<file path="src/rtl/dgp_pkg.sv">
package dgp_pkg;

    // Special function register addresses.
    localparam logic [7:0] BANK_A_DATA_ADDR  = 8'h80;
    localparam logic [7:0] BANK_B_DATA_ADDR  = 8'h90;
    localparam logic [7:0] BANK_A_DRIVE_ADDR = 8'h93;
    localparam logic [7:0] BANK_A_DIR_ADDR   = 8'h94;
    localparam logic [7:0] BANK_A_ALT_ADDR   = 8'h95;
    localparam logic [7:0] BANK_B_DIR_ADDR   = 8'h96;
    localparam logic [7:0] BANK_B_ALT_ADDR   = 8'h97;

    // Reset values.
    localparam logic [7:0] BANK_A_DATA_RST   = 8'hFF;
    localparam logic [3:0] BANK_B_DATA_RST   = 4'hF;
    localparam logic [7:0] BANK_A_DRIVE_RST  = 8'h00;
    localparam logic [7:0] BANK_A_DIR_RST    = 8'hFF;
    localparam logic [7:0] BANK_A_ALT_RST    = 8'h00;
    localparam logic [3:0] BANK_B_DIR_RST    = 4'h4;
    localparam logic [3:0] BANK_B_ALT_RST    = 4'h0;

    // Bank B pin positions.
    localparam int unsigned B_SCK_BIT  = 0;
    localparam int unsigned B_MOSI_BIT = 1;
    localparam int unsigned B_MISO_BIT = 2;
    localparam int unsigned B_SEL_BIT  = 3;

    // Bank A alternate pin positions.
    localparam int unsigned A_TMR_BIT  = 0;
    localparam int unsigned A_RXD_BIT  = 1;
    localparam int unsigned A_TXD_BIT  = 2;
    localparam int unsigned A_IRQA_BIT = 3;
    localparam int unsigned A_IRQB_BIT = 4;
    localparam int unsigned A_CNTA_BIT = 5;
    localparam int unsigned A_CNTB_BIT = 6;
    localparam int unsigned A_PWM_BIT  = 7;

    // Alternate pins that the peripheral drives out.
    localparam logic [7:0] A_ALT_OUT_MASK = 8'h85;

    // Routing field code for SPI on bank B.
    localparam logic [1:0] SPI_ROUTE_BANK_B = 2'h1;

    // Counter inputs are sampled once every this many clocks.
    localparam int unsigned CNT_SAMPLE_DIV = 4;
    localparam logic [1:0]  CNT_DIV_LAST   = 2'(CNT_SAMPLE_DIV - 1);

    typedef struct packed {
        logic       wr;
        logic [7:0] addr;
        logic [7:0] wdata;
    } dgp_sfr_req_t;

    typedef struct packed {
        logic general_timer_output;
        logic txd;
        logic pwm;
        logic spi_sck;
        logic spi_mosi;
    } dgp_periph_out_t;

    typedef struct packed {
        logic rxd;
        logic ext_irq_a_n;
        logic ext_irq_b_n;
        logic counter_a_input;
        logic counter_b_input;
        logic counter_c_input;
        logic spi_miso;
    } dgp_periph_in_t;

endpackage

</file>
<file path="src/rtl/dgp_port_mux.sv">
// Overview of operation
// RULE1: Bank A alt clear: direction 0 out, 1 in.
// RULE2: Bank A alt select overrides direction bit.
// RULE3: Alt pins 0,2,7 out; 3-6 in; 1 by direction.
// RULE4: High drive: odd pins source, even pins sink.
// RULE5: Bank A data bit n maps pin n.
// RULE6: Bank B uses four low register bits.
// RULE7: Routing 01: SCK, MOSI out, MISO in.
// RULE8: Bank B direction overridden by alt or routing.
// RULE9: Outside routing, alt 0 makes SCK counter input.
// RULE10: Outside routing, alt 0 clear: SCK is GPIO.
// RULE11: MOSI and select pins follow direction bits.
// RULE12: MISO is always an input.
// RULE13: Boot select pin is always software GPIO.
// RULE14: Bank B direction 0 output, 1 input.
// RULE15: Bank B comes up as SPI master.
// RULE16: Software may use bank A pins as selects.
// RULE17: Reset: bank A inputs, bank B SPI master.
// RULE18: Routing 00 unused, 01 bank B, 1x internal.
// RULE19: Counter inputs on pins 5,6 sampled every four clocks.
// RULE20: Pin inputs pass two synchronising flip-flops.
// RULE21: Pin drive follows registers, next cycle after write.
`timescale 1ns/1ps
`default_nettype none
module dgp_port_mux
    import dgp_pkg::*;
(
    input  wire logic                     SYS_CLK_IN,
    input  wire logic                     SYS_RST_IN,
    input  wire dgp_pkg::dgp_sfr_req_t    SFR_REQ_IN,
    output logic [7:0]                    SFR_RDATA_OUT,
    input  wire logic [1:0]               SPI_ROUTE_IN,
    input  wire dgp_pkg::dgp_periph_out_t PERIPH_IN,
    output wire dgp_pkg::dgp_periph_in_t  PERIPH_OUT,
    output logic                          COUNT_TICK_OUT,
    input  wire logic [7:0]               BANK_A_PIN_IN,
    output wire logic [7:0]               BANK_A_PIN_OUT,
    output wire logic [7:0]               BANK_A_PIN_OE_OUT,
    output wire logic [7:0]               BANK_A_SOURCE_HI_OUT,
    output wire logic [7:0]               BANK_A_SINK_HI_OUT,
    input  wire logic [3:0]               BANK_B_PIN_IN,
    output logic [3:0]                    BANK_B_PIN_OUT,
    output logic [3:0]                    BANK_B_PIN_OE_OUT
);
    import dgp_pkg::*;

    logic [7:0] a_data_q;
    logic [7:0] a_drive_q;
    logic [7:0] a_dir_q;
    logic [7:0] a_alt_q;
    logic [3:0] b_data_q;
    logic [3:0] b_dir_q;
    logic [3:0] b_alt_q;

    logic [7:0] a_sync;
    logic [3:0] b_sync;
    logic       tick;

    // Write decode.
    wire wr_a_data  = SFR_REQ_IN.wr && (SFR_REQ_IN.addr == BANK_A_DATA_ADDR);
    wire wr_a_drive = SFR_REQ_IN.wr && (SFR_REQ_IN.addr == BANK_A_DRIVE_ADDR);
    wire wr_a_dir   = SFR_REQ_IN.wr && (SFR_REQ_IN.addr == BANK_A_DIR_ADDR);
    wire wr_a_alt   = SFR_REQ_IN.wr && (SFR_REQ_IN.addr == BANK_A_ALT_ADDR);
    wire wr_b_data  = SFR_REQ_IN.wr && (SFR_REQ_IN.addr == BANK_B_DATA_ADDR);
    wire wr_b_dir   = SFR_REQ_IN.wr && (SFR_REQ_IN.addr == BANK_B_DIR_ADDR);
    wire wr_b_alt   = SFR_REQ_IN.wr && (SFR_REQ_IN.addr == BANK_B_ALT_ADDR);

    // Registers load on the write edge, so pins change one cycle later.
    always_ff @(posedge SYS_CLK_IN or posedge SYS_RST_IN)
    begin
        if (SYS_RST_IN)
        begin
            a_data_q  <= BANK_A_DATA_RST;
            a_drive_q <= BANK_A_DRIVE_RST;
            a_dir_q   <= BANK_A_DIR_RST; // RULE17
            a_alt_q   <= BANK_A_ALT_RST;
            b_data_q  <= BANK_B_DATA_RST;
            b_dir_q   <= BANK_B_DIR_RST; // RULE15
            b_alt_q   <= BANK_B_ALT_RST;
        end
        else
        begin
            if (wr_a_data)  a_data_q  <= SFR_REQ_IN.wdata; // RULE5
            if (wr_a_drive) a_drive_q <= SFR_REQ_IN.wdata;
            if (wr_a_dir)   a_dir_q   <= SFR_REQ_IN.wdata; // RULE21
            if (wr_a_alt)   a_alt_q   <= SFR_REQ_IN.wdata; // RULE21
            if (wr_b_data)  b_data_q  <= SFR_REQ_IN.wdata[3:0]; // RULE6
            if (wr_b_dir)   b_dir_q   <= SFR_REQ_IN.wdata[3:0]; // RULE6
            if (wr_b_alt)   b_alt_q   <= SFR_REQ_IN.wdata[3:0]; // RULE6
        end
    end

    dgp_sync #(.WIDTH(8)) u_sync_a ( // RULE20
        .clk_in   (SYS_CLK_IN),
        .rst_in   (SYS_RST_IN),
        .async_in (BANK_A_PIN_IN),
        .sync_out (a_sync)
    );

    dgp_sync #(.WIDTH(4)) u_sync_b ( // RULE20
        .clk_in   (SYS_CLK_IN),
        .rst_in   (SYS_RST_IN),
        .async_in (BANK_B_PIN_IN),
        .sync_out (b_sync)
    );

    dgp_strobe u_strobe (
        .clk_in   (SYS_CLK_IN),
        .rst_in   (SYS_RST_IN),
        .tick_out (tick)
    );

    assign COUNT_TICK_OUT = tick;

    // Bank A: alternate output values and output enables per pin.
    wire [7:0] a_alt_val = {PERIPH_IN.pwm, 4'h0, PERIPH_IN.txd, 1'b0,
                            PERIPH_IN.general_timer_output};
    // Receive pin direction stays with software even in alternate mode.
    wire [7:0] a_alt_oe  = A_ALT_OUT_MASK | {6'h00, ~a_dir_q[A_RXD_BIT], 1'b0}; // RULE3
    wire [7:0] a_gpio_oe = ~a_dir_q; // RULE1

    genvar gi;
    generate
        for (gi = 0; gi < 8; gi++)
        begin : g_bank_a
            assign BANK_A_PIN_OE_OUT[gi] = a_alt_q[gi] ? a_alt_oe[gi] : a_gpio_oe[gi]; // RULE2
            assign BANK_A_PIN_OUT[gi]    = a_alt_q[gi] ? a_alt_val[gi] : a_data_q[gi];
            // Odd pins get the strong pull-up, even pins the strong pull-down.
            if (gi % 2 == 1)
            begin : g_odd
                assign BANK_A_SOURCE_HI_OUT[gi] = a_drive_q[gi]; // RULE4
                assign BANK_A_SINK_HI_OUT[gi]   = 1'b0;
            end
            else
            begin : g_even
                assign BANK_A_SOURCE_HI_OUT[gi] = 1'b0;
                assign BANK_A_SINK_HI_OUT[gi]   = a_drive_q[gi]; // RULE4
            end
        end
    endgenerate

    // Bank B routing.
    wire spi_mode  = (SPI_ROUTE_IN == SPI_ROUTE_BANK_B); // RULE18
    wire sck_count = !spi_mode && b_alt_q[B_SCK_BIT]; // RULE9

    wire [3:0] b_gpio_oe = ~b_dir_q; // RULE14
    wire       sck_oe    = spi_mode ? 1'b1 : (!sck_count && b_gpio_oe[B_SCK_BIT]); // RULE8 RULE10
    wire       mosi_oe   = spi_mode ? 1'b1 : b_gpio_oe[B_MOSI_BIT]; // RULE7 RULE11
    wire       sel_oe    = b_gpio_oe[B_SEL_BIT]; // RULE11 RULE13

    assign BANK_B_PIN_OE_OUT = {sel_oe, 1'b0, mosi_oe, sck_oe}; // RULE12
    assign BANK_B_PIN_OUT    = {b_data_q[B_SEL_BIT], b_data_q[B_MISO_BIT],
                                spi_mode ? PERIPH_IN.spi_mosi : b_data_q[B_MOSI_BIT],
                                spi_mode ? PERIPH_IN.spi_sck : b_data_q[B_SCK_BIT]}; // RULE7

    // Counter inputs are held between ticks so the counters see one sample per period.
    logic cnt_a_q;
    logic cnt_b_q;
    logic cnt_c_q;

    always_ff @(posedge SYS_CLK_IN or posedge SYS_RST_IN)
    begin
        if (SYS_RST_IN)
        begin
            cnt_a_q <= 1'b0;
            cnt_b_q <= 1'b0;
            cnt_c_q <= 1'b0;
        end
        else if (tick)
        begin
            cnt_a_q <= a_alt_q[A_CNTA_BIT] & a_sync[A_CNTA_BIT]; // RULE19
            cnt_b_q <= a_alt_q[A_CNTB_BIT] & a_sync[A_CNTB_BIT]; // RULE19
            cnt_c_q <= sck_count & b_sync[B_SCK_BIT]; // RULE9
        end
    end

    // Interrupt inputs are active low, so an unselected pin reads as idle high.
    assign PERIPH_OUT.rxd             = a_alt_q[A_RXD_BIT] ? a_sync[A_RXD_BIT] : 1'b1;
    assign PERIPH_OUT.ext_irq_a_n     = a_alt_q[A_IRQA_BIT] ? a_sync[A_IRQA_BIT] : 1'b1;
    assign PERIPH_OUT.ext_irq_b_n     = a_alt_q[A_IRQB_BIT] ? a_sync[A_IRQB_BIT] : 1'b1;
    assign PERIPH_OUT.counter_a_input = cnt_a_q;
    assign PERIPH_OUT.counter_b_input = cnt_b_q;
    assign PERIPH_OUT.counter_c_input = cnt_c_q;
    assign PERIPH_OUT.spi_miso        = spi_mode ? b_sync[B_MISO_BIT] : 1'b0;

    // Data registers read back the synchronised pin levels, as on a classic port.
    always_comb
    begin
        SFR_RDATA_OUT = 8'h00;
        unique case (SFR_REQ_IN.addr)
            BANK_A_DATA_ADDR:  SFR_RDATA_OUT = a_sync; // RULE5
            BANK_B_DATA_ADDR:  SFR_RDATA_OUT = {4'h0, b_sync};
            BANK_A_DRIVE_ADDR: SFR_RDATA_OUT = a_drive_q;
            BANK_A_DIR_ADDR:   SFR_RDATA_OUT = a_dir_q;
            BANK_A_ALT_ADDR:   SFR_RDATA_OUT = a_alt_q;
            BANK_B_DIR_ADDR:   SFR_RDATA_OUT = {4'h0, b_dir_q};
            BANK_B_ALT_ADDR:   SFR_RDATA_OUT = {4'h0, b_alt_q};
            default:           SFR_RDATA_OUT = 8'h00;
        endcase
    end

    AST_A_GPIO_DIR: assert property (@(posedge SYS_CLK_IN) disable iff (SYS_RST_IN) // RULE1
        !a_alt_q[4] |-> (BANK_A_PIN_OE_OUT[4] == !a_dir_q[4]))
        else $error("bank A gpio direction wrong");

    AST_A_ALT_PRIO: assert property (@(posedge SYS_CLK_IN) disable iff (SYS_RST_IN) // RULE2
        a_alt_q[7] |-> BANK_A_PIN_OE_OUT[7] && BANK_A_PIN_OUT[7] == PERIPH_IN.pwm)
        else $error("alternate select did not win");

    AST_A_ALT_IN: assert property (@(posedge SYS_CLK_IN) disable iff (SYS_RST_IN) // RULE3
        a_alt_q[5] |-> !BANK_A_PIN_OE_OUT[5] && !BANK_A_PIN_OE_OUT[3] || !a_alt_q[3])
        else $error("alternate input pin driven");

    AST_DRIVE: assert property (@(posedge SYS_CLK_IN) disable iff (SYS_RST_IN) // RULE4
        BANK_A_SOURCE_HI_OUT[1] == a_drive_q[1] && !BANK_A_SOURCE_HI_OUT[0]
        && BANK_A_SINK_HI_OUT[0] == a_drive_q[0])
        else $error("high drive polarity wrong");

    AST_SPI_MASTER: assert property (@(posedge SYS_CLK_IN) disable iff (SYS_RST_IN) // RULE7
        spi_mode |-> BANK_B_PIN_OE_OUT[2:0] == 3'h3 && BANK_B_PIN_OUT[0] == PERIPH_IN.spi_sck)
        else $error("spi master routing wrong");

    AST_SCK_COUNT: assert property (@(posedge SYS_CLK_IN) disable iff (SYS_RST_IN) // RULE9
        !spi_mode && b_alt_q[0] |-> !BANK_B_PIN_OE_OUT[0])
        else $error("sck driven while counter input");

    AST_MISO_IN: assert property (@(posedge SYS_CLK_IN) disable iff (SYS_RST_IN) // RULE12
        !BANK_B_PIN_OE_OUT[2])
        else $error("miso driven");

    AST_SEL_GPIO: assert property (@(posedge SYS_CLK_IN) disable iff (SYS_RST_IN) // RULE13
        BANK_B_PIN_OE_OUT[3] == !b_dir_q[3] && BANK_B_PIN_OUT[3] == b_data_q[3])
        else $error("boot select not gpio");

    AST_WR_EFFECT: assert property (@(posedge SYS_CLK_IN) disable iff (SYS_RST_IN) // RULE21
        wr_a_dir && !a_alt_q[2] && !wr_a_alt |=> BANK_A_PIN_OE_OUT[2] == !$past(SFR_REQ_IN.wdata[2]))
        else $error("direction write late");
endmodule
`default_nettype wire

</file>
<file path="src/rtl/dgp_strobe.sv">
`timescale 1ns/1ps
`default_nettype none
module dgp_strobe
    import dgp_pkg::*;
(
    input  wire logic clk_in,
    input  wire logic rst_in,
    output var  logic tick_out
);
    logic [1:0] cnt_q;
    logic [1:0] cnt_d;

    assign cnt_d = (cnt_q == CNT_DIV_LAST) ? 2'h0 : 2'(cnt_q + 2'h1);

    always_ff @(posedge clk_in or posedge rst_in)
    begin
        if (rst_in)
        begin
            cnt_q    <= 2'h0;
            tick_out <= 1'b0;
        end
        else
        begin
            cnt_q    <= cnt_d;
            tick_out <= (cnt_q == CNT_DIV_LAST);
        end
    end
endmodule
`default_nettype wire

</file>
<file path="src/rtl/dgp_sync.sv">
`timescale 1ns/1ps
`default_nettype none
module dgp_sync #(
    parameter int unsigned WIDTH = 8
) (
    input  wire logic             clk_in,
    input  wire logic             rst_in,
    input  wire logic [WIDTH-1:0] async_in,
    output var  logic [WIDTH-1:0] sync_out
);
    logic [WIDTH-1:0] meta_q;

    always_ff @(posedge clk_in or posedge rst_in)
    begin
        if (rst_in)
        begin
            meta_q   <= '0;
            sync_out <= '0;
        end
        else
        begin
            meta_q   <= async_in;
            sync_out <= meta_q;
        end
    end
endmodule
`default_nettype wire
</file>
<file path="config.mk">
export PLATFORM = sky130hd
export DESIGN_NAME = dgp_port_mux
export DESIGN_NICKNAME = d
export VERILOG_FILES = /design/src/rtl/dgp_pkg.sv /design/src/rtl/dgp_port_mux.sv /design/src/rtl/dgp_strobe.sv /design/src/rtl/dgp_sync.sv
export SDC_FILE = /design/constraint.sdc
export NUM_CORES = 1
export LEC_CHECK = 0
export BUFFER_PORTS_ARGS = -buffer_cell sky130_fd_sc_hd__buf_2
export CAP_MARGIN = 5
export CORE_MARGIN = 8
export CORE_UTILIZATION = 40
export DETAILED_ROUTE_END_ITERATION = 10
export GPL_ROUTABILITY_DRIVEN = 0
export SYNTH_ARGS = -nofsm -noshare
export SYNTH_HDL_FRONTEND = slang
export SYNTH_SLANG_ARGS = --single-unit
</file>
<file path="constraint.sdc">
create_clock -name SYS_CLK_IN -period 2.1 [get_ports SYS_CLK_IN]
set_clock_uncertainty 0.05 [all_clocks]
set_input_delay 0 -clock SYS_CLK_IN [delete_from_list [all_inputs] [get_ports SYS_CLK_IN]]
set_output_delay 0 -clock SYS_CLK_IN [all_outputs]
set_load 0.005 [all_outputs]
</file>
==> Word level (Yosys, flattened, before mapping) <==
Index checks and enable logic that the tools add are counted.
{ "totals": {"output_inout_bits": 56, "mem_bits_rw": 0, "mem_bits_ro": 0, "input_bits": 38, "mem_count": 0, "elab_cells": 69, "latch_bits": 0, "regBits": 74} }
{ "classes": {"n_shift": 0, "magnitude_cmp": 0, "muxes": 26, "n_bitwise": 6, "reduce_logical": 11, "eq_ne": 9, "div_mod_pow": 0, "multipliers": 0, "addsub": 1} }
{ "ops": {"columns": ["operator", "n"], "rows": [
  ["== test 8 bit (second input constant)", 7],
  ["case mux 8 bit (7 select lines)", 1],
  ["2-to-1 mux 1 bit", 24],
  ["logical AND 1 bit", 9],
  ["inverter 8 bit", 1],
  ["inverter 4 bit", 1],
  ["bitwise AND 1 bit", 3],
  ["adder 2 x 1 -> 2 bit (second input constant)", 1],
  ["== test 2 x 1 -> 1 bit (second input constant)", 1],
  ["== test 2 bit (second input constant)", 1],
  ["logical NOT 1 bit", 2],
  ["2-to-1 mux 2 bit", 1],
  ["inverter 1 bit", 1]
]} }

==> Longest topological paths before layout <==
Gate-level depths: netlist (run 1).
{ "logic_depth": {"depth_word": 6, "ltp_mapped": 5, "mapped_depth_nobuf": 3} }

==> Hierarchy <==
From an unflattened synthesis (run 1), not the netlist that was laid out.
{ "unflattened": {"hier_cells": 249, "area_unflattened_um2": 3337.0} }
{ "modules_own_cells": {"columns": ["mod", "instances", "seq_area_each_um2", "cells_per_inst", "area_each_um2"], "rows": [
  ["dgp_port_mux", 1, 1202.4, 217, 2633.8],
  ["dgp_sync (u_sync_a)", 1, 400.4, 17, 404.1],
  ["dgp_sync (u_sync_b)", 1, 200.2, 9, 203.9],
  ["dgp_strobe", 1, 75.1, 6, 95.1]
]} }

==> Least setup slack after synthesis (run 1) <==
Ideal clock, no wire load.
{ "synth_timing": {"path_kind": "input-to-reg", "startpoint": "input SFR_REQ_IN[8] (netlist name)", "endpoint": "register a_data_q[3]", "cell_stages": 5, "t_arrival_ns": 1.529, "slack_ns": 0.439, "required_ns": 1.968, "path_buffers": 2, "setup_ns": 0.082, "cell_sequence": "buf_2 -> or4_1 -> buf_2 -> nor3b_4 -> mux2_2"} }
{ "synth_between": {"elab_chain_cells": 2} }
{ "synth_lines": {"columns": ["item", "line", "rtl"], "rows": [
  ["start, declared", "dgp_port_mux.sv:30", "input wire dgp_pkg::dgp_sfr_req_t SFR_REQ_IN,"],
  ["== test 8 bit", "dgp_port_mux.sv:60", "wire wr_a_data = SFR_REQ_IN.wr && (SFR_REQ_IN.addr == BANK_A_DATA_ADDR);"],
  ["logical AND 1 bit", "dgp_port_mux.sv:60", null],
  ["end signal, assigned", "dgp_port_mux.sv:83", "if (wr_a_data) a_data_q <= SFR_REQ_IN.wdata;"],
  ["end, declared", "dgp_port_mux.sv:47", "logic [7:0] a_data_q;"]
]} }
No other way between the ends.
A chain may end at the register's enable or synchronous reset.

==> Final worst setup path (run 1) <==
{ "layout_timing": {"startpoint": "register b_alt_q[0]", "endpoint": "output SFR_RDATA_OUT[0]"} }
{ "layout_between": {"elab_chain_cells": 1} }
{ "layout_lines": {"columns": ["item", "line", "rtl"], "rows": [
  ["start, declared", "dgp_port_mux.sv:53", "logic [3:0] b_alt_q;"],
  ["start signal, assigned", "dgp_port_mux.sv:89", "if (wr_b_alt) b_alt_q <= SFR_REQ_IN.wdata[3:0];"],
  ["case mux 8 bit (7 select lines)", "dgp_port_mux.sv:190", "unique case (SFR_REQ_IN.addr)"],
  ["end, declared", "dgp_port_mux.sv:31", "output logic [7:0] SFR_RDATA_OUT,"]
]} }
No other way between the ends.

==> results of run 1 <==
## cells by family after synthesis
kind of cell	count (synthesis)
buf+inv	32
simple gates	60
compound gates	14
mux	59
fa+ha+maj	1
flops	74
other cells	1
## power groups by stage
stage | Combinational, uW | Sequential [uW] | Clock, uW
after floorplan | 158 | 1560 | 0
final | 284 | 1540 | 1480
after global routing | 317 | 1550 | 1570
after CTS | 291 | 1540 | 1510
after detailed placement | 260 | 1570 | 0
after global placement | 256 | 1570 | 0
## synthesized netlist by cell type, drive strengths merged
master	instances
a221o	6
a22o	2
a32oi	1
and2	3
and3	1
buf	20
clkbuf	3
conb	1
dfrtp	53
dfstp	21
ha	1
inv	9
mux2	52
mux2i	3
mux4	4
nand2	9
nand2b	6
nand3	3
nand4	6
nor2	7
nor2b	9
nor3	5
nor3b	1
nor4	5
nor4b	2
nor4bb	1
o21ai	4
o2bb2ai	1
or3b	1
or4	1
## critical path, stage by stage (launching register included)
cell and delay (ns):
dfrtp_1 0.41, mux4_2 0.48, a221o_1 0.35, buf_2 0.13
## layout make-up
class	instances	area, um2	share of cell area (%)
tap	105	131	3.08
timing repair buffer	115	718	16.9
clock inverter	6	136	3.20
sequential	74	1880	44.1
inverter	9	33.8	0.793
multi-input combinational	143	1220	28.7
clock buffer	10	138	3.23
## layer usage
metal  track usage (%)  wire (um)  vias to the layer above  share of wire (%)
li1                  -          -                     1061                  -
met1              17.6       3440                     1131                 44
met2              23.1       3780                       77                 49
met3              3.81        453                       12                5.8
met4              6.03        102                        0                1.3
met5                 0          0                        -                  0
## registers in the layout, summed over array words and instances (netlist names)
| register | count |
|---|---|
| u_strobe.tick_out | 1 |
| b_alt_q | 4 |
| cnt_b_q | 1 |
| u_sync_b.sync_out | 4 |
| a_dir_q | 8 |
| cnt_a_q | 1 |
| u_strobe.cnt_q | 2 |
| cnt_c_q | 1 |
| a_alt_q | 8 |
| u_sync_a.meta_q | 8 |
| a_data_q | 8 |
| u_sync_a.sync_out | 8 |
| b_data_q | 4 |
| a_drive_q | 8 |
| u_sync_b.meta_q | 4 |
| b_dir_q | 4 |
## placed cells by master (no fill, tap or decap), drive strengths merged, types with 3 or more instances in the layout
cell type / instances
nand4: 6
nor2: 7
nand3: 3
buf: 94
and2: 3
mux2i: 3
conb: 9
a221o: 6
nor4: 5
mux2: 52
nor2b: 9
bufinv: 4
dfrtp: 53
clkbuf: 10
o21ai: 4
nand2b: 6
dlygate4sd3: 21
nor3: 5
inv: 10
mux4: 4
nand2: 9
dfstp: 21
## path summary, 6_finish.rpt
| check | slack [ns] | startpoint | end |
|---|---|---|---|
| setup reg to reg | 1.24 | a_alt_q[4] | a_alt_q[4] |
| max in group asynchronous | 1.43 | SYS_RST_IN | a_dir_q[4] |
| min in group asynchronous | 0.23 | SYS_RST_IN | u_sync_b.meta_q[1] |
| hold reg to reg | 0.30 | u_sync_b.meta_q[0] | u_sync_b.sync_out[0] |
| setup / recovery | 0.33 | b_alt_q[0] | SFR_RDATA_OUT[0] |
| hold / removal | 0.08 | SPI_ROUTE_IN[0] | cnt_c_q |
## through the flow
step	utilization, %	std cells	setup slack (ns)	hold slack (ns)	area (um2)
floorplan	-	249	0.203	-0.0186	3280
global placement	46.9	425	0.293	0.0591	3770
detailed placement	46.9	425	0.213	0.0593	3770
CTS	52.9	462	0.300	0.0886	4260
global route	52.9	462	0.270	0.162	4260
finish	52.9	462	0.333	0.0816	4260
## what timing repair did
action / 4_1_cts / 5_1_grt
endpoints found under the hold margin: 124 / 0
setup endpoints to repair: 0 / 0
resized for setup: 0 / 0
hold buffers: 21 / 0
==> results.md, run 1 <==
- Reg2reg path depth: 1
- Clock transition at path regs: 0.08 ns
- Clock buffer depth: 2
- Top-level port count: 94
- Multiplexer share of the synthesized area: 21.7%
- Synthesized area: 3250 um2
- Count of final max-slew check failures: 0
- Max-Cap Viols: 0
- Dominant cell type by area after synthesis: dfrtp_1
- Global-route wire length before repair: 12400 um
- First-pass iteration count of the detailed router: 4
- FMAX: 566 MHz
- Vias per inst: 4.94
- Layout Nets: 391
- Seq pwr share: 46.7%
- Die W: 106 um
- CTS tree: yes
- Outcome: finished clean
- Largest net degree at the start of global routing: 75
- Min Tclk post-route: 1.77 ns
- Syn_area_per_cell: 13.5 um2
- Compound-Gate Fraction of Synth Area: 3.54%
- Max FO, Critical Path: 4
- Simple logic cell fraction of the synthesized area: 11.0%
- Critical path launch point type: flop
- Post-synth top area share: 40.8%
- Synth unique cells: 35
- Aggregate global-route resource usage: 14.3%
- Internal: 2600 uW
- Largest family of logic cells by synthesized area: multiplexers
- Initial core utilization: 40.4%
- Final setup fails: 0
- Antenna viol nets, final: 0
- Cell Pwr Density: 776 nW/um2
- Worst min path class: primary input to flop
- VDD IR-drop max: 0.000464 V
- Core area: 8050 um2
- Syn. warnings: 0
- Worst slew pin tran: 0.535 ns
- DP HPWL: 5660 um
- Initial antenna violation count: 0
- Iteration-0 DRC Markers: 94
- P_sw: 704 uW
- Period Utilization, post-route: 84.1%
- Port bufs: 84
- Register area share after synthesis: 57.7%
- Post-route DRC: 0
- Filler instances: 726
- Critical Path AT: 1.72 ns
- Final Hold Violating Endpoints: 0
- Mapped Cells: 241
- CTS sink cnt: 74
- Via count: 2281
- Drt wl/cell: 16.8 um
- Clock latency on the worst-skew pair: 0.35 ns
- Area contributors post-synth: dfrtp_1, dfstp_2, mux2_2, buf_4, mux4_2
- Synth Area in Adders: 0.384%
- Die Span Y: 106 um
- Switching Share: 21.3%
- Htree depth: 3
- Total grt overflow: 0
- Vias in the first global route: 2448
- Share of cells above drive strength 1: 52.7%
- Setup Buffers After CTS: 0
- Synth Register Bits: 74
- TritonCTS Buffers: 9
- Tot Pwr: 3300 uW
- Combinational Power Share: 8.6%
- Worst setup EP type: primary output
- FP Rows: 33
- CP required: 2.05 ns
- Die Area: 11300 um2
- Root buf cell: clkbuf_8
- Power share of the clock group: 44.7%
- XOR/XNOR share of the synthesized area: 0%
- Routed WL: 7770 um
- Max_slew headroom: 63.9%
- Fin Setup TNS: 0 ns
- Area added between synthesis and finish: 30.9%
- Leak Pwr: 0.00207 uW
- Antenna diodes: 0
- RSZ-0062 raised after global routing: false
- Critical path class: flop to primary output
- Hold path depth: 4
Power figures use the tool's default switching activity.
==> inputs of run 2 (changes only) <==
ABC_AREA = 1   (was default)
clock period = 1.8 ns   (was 2.1 ns; I/O delays follow)
==> run 2 against run 1 <==
Non-clock buffer count shrank 5. Combinational power grew 28%. Core utilization shrank 2.6 points. Area after synthesis grew 6.4%. Sequential share of layout area shrank 0.44 points. Via count grew 26%. Hold slack gained 0.031 ns. Count of clock-buffer cells in the layout grew 1. Synthesized cell count grew 62%. Largest cell class unchanged. Largest power group unchanged.
==> results.md, run 2 <==
- Antenna viol nets, final: 0 (unchanged)
- Clock transition at path regs: 0.08 ns (about the same)
- Port bufs: 84 (unchanged)
- Cell Chain, Critical Path: nand3_1, nand2_1, nor2_1, nand2_1, buf_2
- Mapped Cells: 390 (+62%)
- Die W: 109 um (+2.7%)
- CP required: 1.75 ns (-0.30 ns)
- Critical path launch point type: flop
- Leak Pwr: 0.00230 uW (+11%)
- Post-synth top flop: dfrtp_1
- Initial antenna violation count: 0 (unchanged)
- Antenna diodes: 0 (unchanged)
- CTS sink cnt: 74 (unchanged)
- Worst setup EP type: primary output
- Dominant cell type by area after synthesis: dfrtp_1
- Core area: 8550 um2 (+6.2%)
- Slowest cell on crit path: dfrtp_1
- Tot Pwr: 3340 uW (+1.1%)
- Most frequent cells in the layout: nand2_1, buf_2, dfrtp_1
- First-pass iteration count of the detailed router: 4 (unchanged)
- Filler instances: 832 (+15%)
- Commonest non-fill, non-tap cell in the layout: nand2_1
- VDD IR-drop max: 0.000426 V (-8.0%)
- Die Span Y: 109 um (+2.7%)
- Htree depth: 3 (unchanged)
- CTS resizes: 0 (unchanged)
- FP Rows: 34 (+3.0%)
- Met2 Usage GRT: 24.7% (+1.6 points)
- Vias per inst: 4.75 (-3.9%)
- Largest delay share family, worst path: flip-flops
- Synth Register Bits: 74 (unchanged)
- Fin Setup TNS: 0 ns (unchanged)
- Number of synthesized flops with an enable pin: 0 (unchanged)
- Worst min path class: primary input to flop
- CTS tree: yes
- Top-level port count: 94 (unchanged)
- Final setup fails: 0 (unchanged)
- Worst slack, placed: 0.470 ns (+0.256 ns)
- Largest net degree at the start of global routing: 47 (-37%)
- Area added between synthesis and finish: 24.2%
- Total grt overflow: 0 (unchanged)
- Die Area: 11900 um2 (+5.4%)
- Clock latency on the worst-skew pair: 0.34 ns (about the same)
- Post-route DRC: 0 (unchanged)
- Register area share after synthesis: 54.2% (-3.5 points)
- Grt met3 use: 4.31% (+0.50 points)
- FMAX: 737 MHz
- Count of final max-slew check failures: 0 (unchanged)
- Max_slew headroom: 61.6% (-2.3 points)
- GRT Max-Usage Layer: met2
- Non-Filler Instances: 607 (+31%)
- Max-Cap Viols: 0 (unchanged)
- Synthesized area: 3460 um2 (+6.4%)
- Global-route wire length before repair: 14400 um (+16%)
- Cell Pwr Density: 777 nW/um2 (+0.14%)
- Synth cell count leaders: nand2_1, dfrtp_1, o21ai_0
- Slack of the critical path: 0.443 ns (+0.110 ns)
- Syn_area_per_cell: 8.88 um2 (-34%)
- Critical Path AT: 1.31 ns (-0.41 ns)
- Aggregate global-route resource usage: 15.7% (+1.5 points)
- Vias in the first global route: 2871 (+17%)
- Syn. warnings: 0 (unchanged)
- Final Hold Violating Endpoints: 0 (unchanged)
- Crit-path most repeated cell: nand2_1
- Max FO, Critical Path: 4 (unchanged)
- Root buf cell: clkbuf_8
- Placed insts: 570 (+34%)
- Iteration-0 DRC Markers: 123 (+31%)
- Synth unique cells: 23 (-34%)
- Routed WL: 9040 um (+16%)
- Hold buffers post-CTS: 21 (unchanged)
- TritonCTS Buffers: 9 (unchanged)
- Share of cells above drive strength 1: 31.7% (-21 points)
- Min Tclk post-route: 1.36 ns
- Via count: 2881 (+26%)
- DP HPWL: 6440 um (+14%)
- Crit path buf inv count: 1 (unchanged)
- Layout Nets: 533 (+36%)
- Worst slew pin tran: 0.576 ns (+0.0418 ns)
- FFs w/ async S/R, synth: 100% (unchanged)
- Setup Buffers After CTS: 0 (unchanged)
- Top-count cell post-synth: nand2_1
- Initial core utilization: 40.5% (+0.084 points)
- RSZ-0062 raised after global routing: false
- Area contributors post-synth: dfrtp_1, dfstp_2, nand2_1, o21ai_0, nand3_1
- Clock buffer depth: 2 (unchanged)
- Met1 demand-to-capacity share in global routing: 20.7% (+3.0 points)
- Critical path class: flop to primary output
- Drt wl/cell: 14.9 um (-11%)
- Post-synth top area share: 38.3% (-2.5 points)
- Outcome: finished clean
- CP peak stage delay: 0.43 ns (-0.05 ns)
- Period Utilization, post-route: 75.4%
[run 2: worst register-to-register path, delay by kind of cell, from the launching register on]
family | cells | cell delay [ns]
flip-flops | 1 | 0.53
AO/OA/AOI/OAI | 1 | 0.19
buffers and inverters | 1 | 0.04
[run 2: cells by family after synthesis]
| family | share of synthesized area (%) |
|---|---|
| AO/OA/AOI/OAI | 7.66 |
| adder cells (fa/ha/maj) | 0.361 |
| AND/OR/NAND/NOR | 28.6 |
| other | 0.108 |
| flip-flops | 54.2 |
| buffers and inverters | 9.00 |
[run 2: worst paths after layout]
kind	from	end	slack, ns	cells past startpoint
min in group asynchronous	SYS_RST_IN	a_drive_q[7]	0.24	4
hold / removal	SPI_ROUTE_IN[0]	cnt_c_q	0.11	4
max in group asynchronous	SYS_RST_IN	a_data_q[0]	0.97	4
setup reg to reg	b_data_q[0]	b_data_q[0]	0.91	2
hold reg to reg	u_sync_a.meta_q[2]	u_sync_a.sync_out[2]	0.30	0
setup / recovery	a_alt_q[2]	SFR_RDATA_OUT[2]	0.44	5
[run 2: layout make-up]
cell class	count	area (um2)	share of cell area (%)
flip-flops and latches	74	1880	43.7
multi-input cells	265	1300	30.3
repair buffers	110	681	15.8
clock buffers	11	141	3.29
well taps	108	135	3.14
inverters	34	131	3.05
clock inverters	5	31.3	0.727
[run 2: through the flow]
| step | utilization (%) | area (um2) | hold slack, ns |
|---|---|---|---|
| floorplan | - | 3500 | -0.0186 |
| global placement | 45.8 | 3920 | 0.0579 |
| detailed placement | 45.8 | 3920 | 0.0594 |
| CTS | 50.3 | 4300 | 0.108 |
| global route | 50.3 | 4300 | 0.153 |
| finish | 50.3 | 4300 | 0.113 |
[run 2: where the power goes]
group	total [uW]	leakage (uW)	internal, uW	switching, uW
Sequential	1820	0.000873	1770	48.8
Clock	1160	0.0000891	534	622
Combinational	364	0.00134	150	213
[run 2: routing by layer]
metal  part of all wire [%]  vias up
li1                       -     1429
met1                     45     1363
met2                     48       83
met3                    7.2        6
met4                   0.80        0
met5                      0        -
==> inputs of run 3 (changes only) <==
PLACE_DENSITY = 0.66   (was default)
clock period = 1.2 ns   (was 1.8 ns; I/O delays follow)
==> run 3 against run 2 <==
The run now ends with setup timing left. Total power is 60% higher. Via count grew 6.3%. Largest cell class unchanged. Global-route usage grew 0.65 points. Wire length grew 7.3%.
==> results.md, run 3 (synthesis results as in run 2) <==
- Outcome: finished, violations left
- Failing checks: setup timing
- Die Span Y: 109 um (unchanged)
- Drt wl/cell: 15.2 um (+2.4%)
- Leak Pwr: 0.00246 uW (+7.0%)
- Worst slack, placed: 0.0134 ns (-0.456 ns)
- Crit path buf inv count: 1 (unchanged)
- Cell Pwr Density: 1140 nW/um2 (+47%)
- First-pass iteration count of the detailed router: 7 (+3)
- Antenna diodes: 0 (unchanged)
- Most frequent cells in the layout: nand2_1, buf_2, dfrtp_1
- Count of final max-slew check failures: 0 (unchanged)
- Worst setup EP type: primary output
- Core area: 8550 um2 (unchanged)
- Post-route DRC: 0 (unchanged)
- Slowest cell on crit path: dfstp_2
- DP HPWL: 6950 um (+7.8%)
- Initial antenna violation count: 0 (unchanged)
- Clock latency on the worst-skew pair: 0.34 ns (about the same)
- Filler instances: 758 (-8.9%)
- Non-Filler Instances: 636 (+4.8%)
- Global-route wire length before repair: 15100 um (+4.4%)
- Aggregate global-route resource usage: 16.4% (+0.65 points)
- Seq pwr share: 51.5% (-3.0 points)
- Period Utilization, post-route: 111%
- Final Hold Violating Endpoints: 0 (unchanged)
- Die Area: 11900 um2 (unchanged)
- Commonest non-fill, non-tap cell in the layout: nand2_1
- Placed insts: 583 (+2.3%)
- Total grt overflow: 0 (unchanged)
- VDD IR-drop max: 0.000636 V (+49%)
- Vias in the first global route: 3060 (+6.6%)
- TritonCTS Buffers: 9 (unchanged)
- Critical Path AT: 1.28 ns (-0.03 ns)
- CP required: 1.15 ns (-0.60 ns)
- Max-Cap Viols: 0 (unchanged)
- Routed WL: 9700 um (+7.3%)
- Clock transition at path regs: 0.07 ns (about the same)
- Max FO, Critical Path: 2 (-2)
- FP Rows: 34 (unchanged)
- Vias per inst: 4.82 (+1.5%)
- Via count: 3063 (+6.3%)
- Critical path class: flop to primary output
- Die W: 109 um (unchanged)
- Area added between synthesis and finish: 35.3%
- Htree depth: 3 (unchanged)
- RSZ-0062 raised after global routing: true
- Internal: 3940 uW (+60%)
- Layout Nets: 562 (+5.4%)
- Initial core utilization: 40.5% (unchanged)
- Min Tclk post-route: 1.33 ns
- Cell Chain, Critical Path: nand3_1, nand2_1, nor2_1, nand2_1, buf_2
- Power share of the clock group: 35.6% (+1.0 points)
- Iteration-0 DRC Markers: 167 (+36%)
- Switching Share: 26.2% (-0.27 points)
- Root buf cell: clkbuf_8
- Critical path launch point type: flop
- Area of the multi-input gates: 1380 um2 (+6.1%)
- Port bufs: 84 (unchanged)
- Final hold slack: 0.0877 ns (-0.0250 ns)
- FMAX: 752 MHz
- CTS tree: yes
- Clock buffer depth: 2 (unchanged)
- P_sw: 1400 uW (+58%)
- Largest net degree at the start of global routing: 28 (-40%)
- Worst min path class: primary input to flop
- Largest delay share family, worst path: flip-flops
- Final setup fails: 13 (+13)
- Crit-path most repeated cell: nand2_1
- Antenna viol nets, final: 0 (unchanged)
- CP peak stage delay: 0.55 ns (+0.12 ns)
- Reg area: 1880 um2 (+0.13%)
- Combinational Power Share: 12.9% (+2.0 points)
- Slack of the critical path: -0.130 ns (-0.573 ns)
- Share of cells above drive strength 1: 42.0% (+10 points)
- Top-level port count: 94 (unchanged)
- CTS sink cnt: 74 (unchanged)
## run 3: cell types whose count changed in the layout (fill, tap and decap cells not counted), sizes merged
| cell | previous run | this run |
|---|---|---|
| buf | 89 | 118 |
| clkinv | 4 | 5 |
| clkbuf | 11 | 9 |
| bufinv | 0 | 1 |
## run 3: per-layer routing
metal / up-vias / GRT usage [%] / share of wire (%)
li1: 1494 / - / -
met1: 1431 / 20.8 / 43
met2: 118 / 25.3 / 47
met3: 20 / 4.20 / 7.1
met4: 0 / 8.31 / 2.5
met5: - / 0 / 0
## run 3: per-stage QoR
step | setup TNS [ns] | utilization, % | cell area, um2 | total power [uW]
after floorplan | 0 | - | 3500 | 3050
after global placement | 0 | 47.3 | 4040 | 3300
after detailed placement | 0 | 47.3 | 4040 | 3310
after CTS | -0.784 | 53.5 | 4580 | 5310
after global routing | -1.74 | 54.8 | 4680 | 5560
final | -0.753 | 54.8 | 4680 | 5330
## run 3: area by class of cell
type | count | share of cell area (%)
clock buffer | 9 | 2.64
clock inverter | 7 | 1.50
inverter | 34 | 2.80
multi-input combinational | 265 | 29.5
sequential | 74 | 40.1
tap | 108 | 2.88
timing repair buffer | 139 | 20.5
## run 3: worst reg2reg max path, cell delays in order, from the launching register on
cell,delay (ns)
dfrtp_1,0.42
inv_2,0.07
buf_6,0.12
buf_6,0.10
buf_4,0.12
buf_4,0.13
o21ai_2,0.09
## run 3: path summary, 6_finish.rpt
path	slack, ns	end	from	cells past startpoint
min reg2reg	0.30	u_sync_b.sync_out[2]	u_sync_b.meta_q[2]	0
max in group asynchronous	0.40	b_dir_q[2]	SYS_RST_IN	4
max	-0.13	SFR_RDATA_OUT[3]	a_dir_q[3]	5
min in group asynchronous	0.15	u_sync_a.sync_out[7]	SYS_RST_IN	3
min	0.09	b_data_q[3]	SFR_REQ_IN[16]	4
max reg2reg	0.05	a_alt_q[4]	a_alt_q[4]	6
## run 3: timing repair
item / CTS / global route
setup buffers: 13 / 3
hold endpoints to repair: 117 / 0
hold buffers: 21 / 0
resized for setup: 16 / 32
setup endpoints to repair: 14 / 26
pin swaps: 12 / 11
## run 3: power by group through the flow
stage / Combinational [uW] / Clock, uW / Sequential [uW]
5_1_grt: 766 / 2030 / 2760
4_1_cts: 645 / 1930 / 2730
3_3_place_gp: 519 / 0 / 2780
6_report: 689 / 1900 / 2750
3_5_place_dp: 532 / 0 / 2780
2_1_floorplan: 297 / 0 / 2760
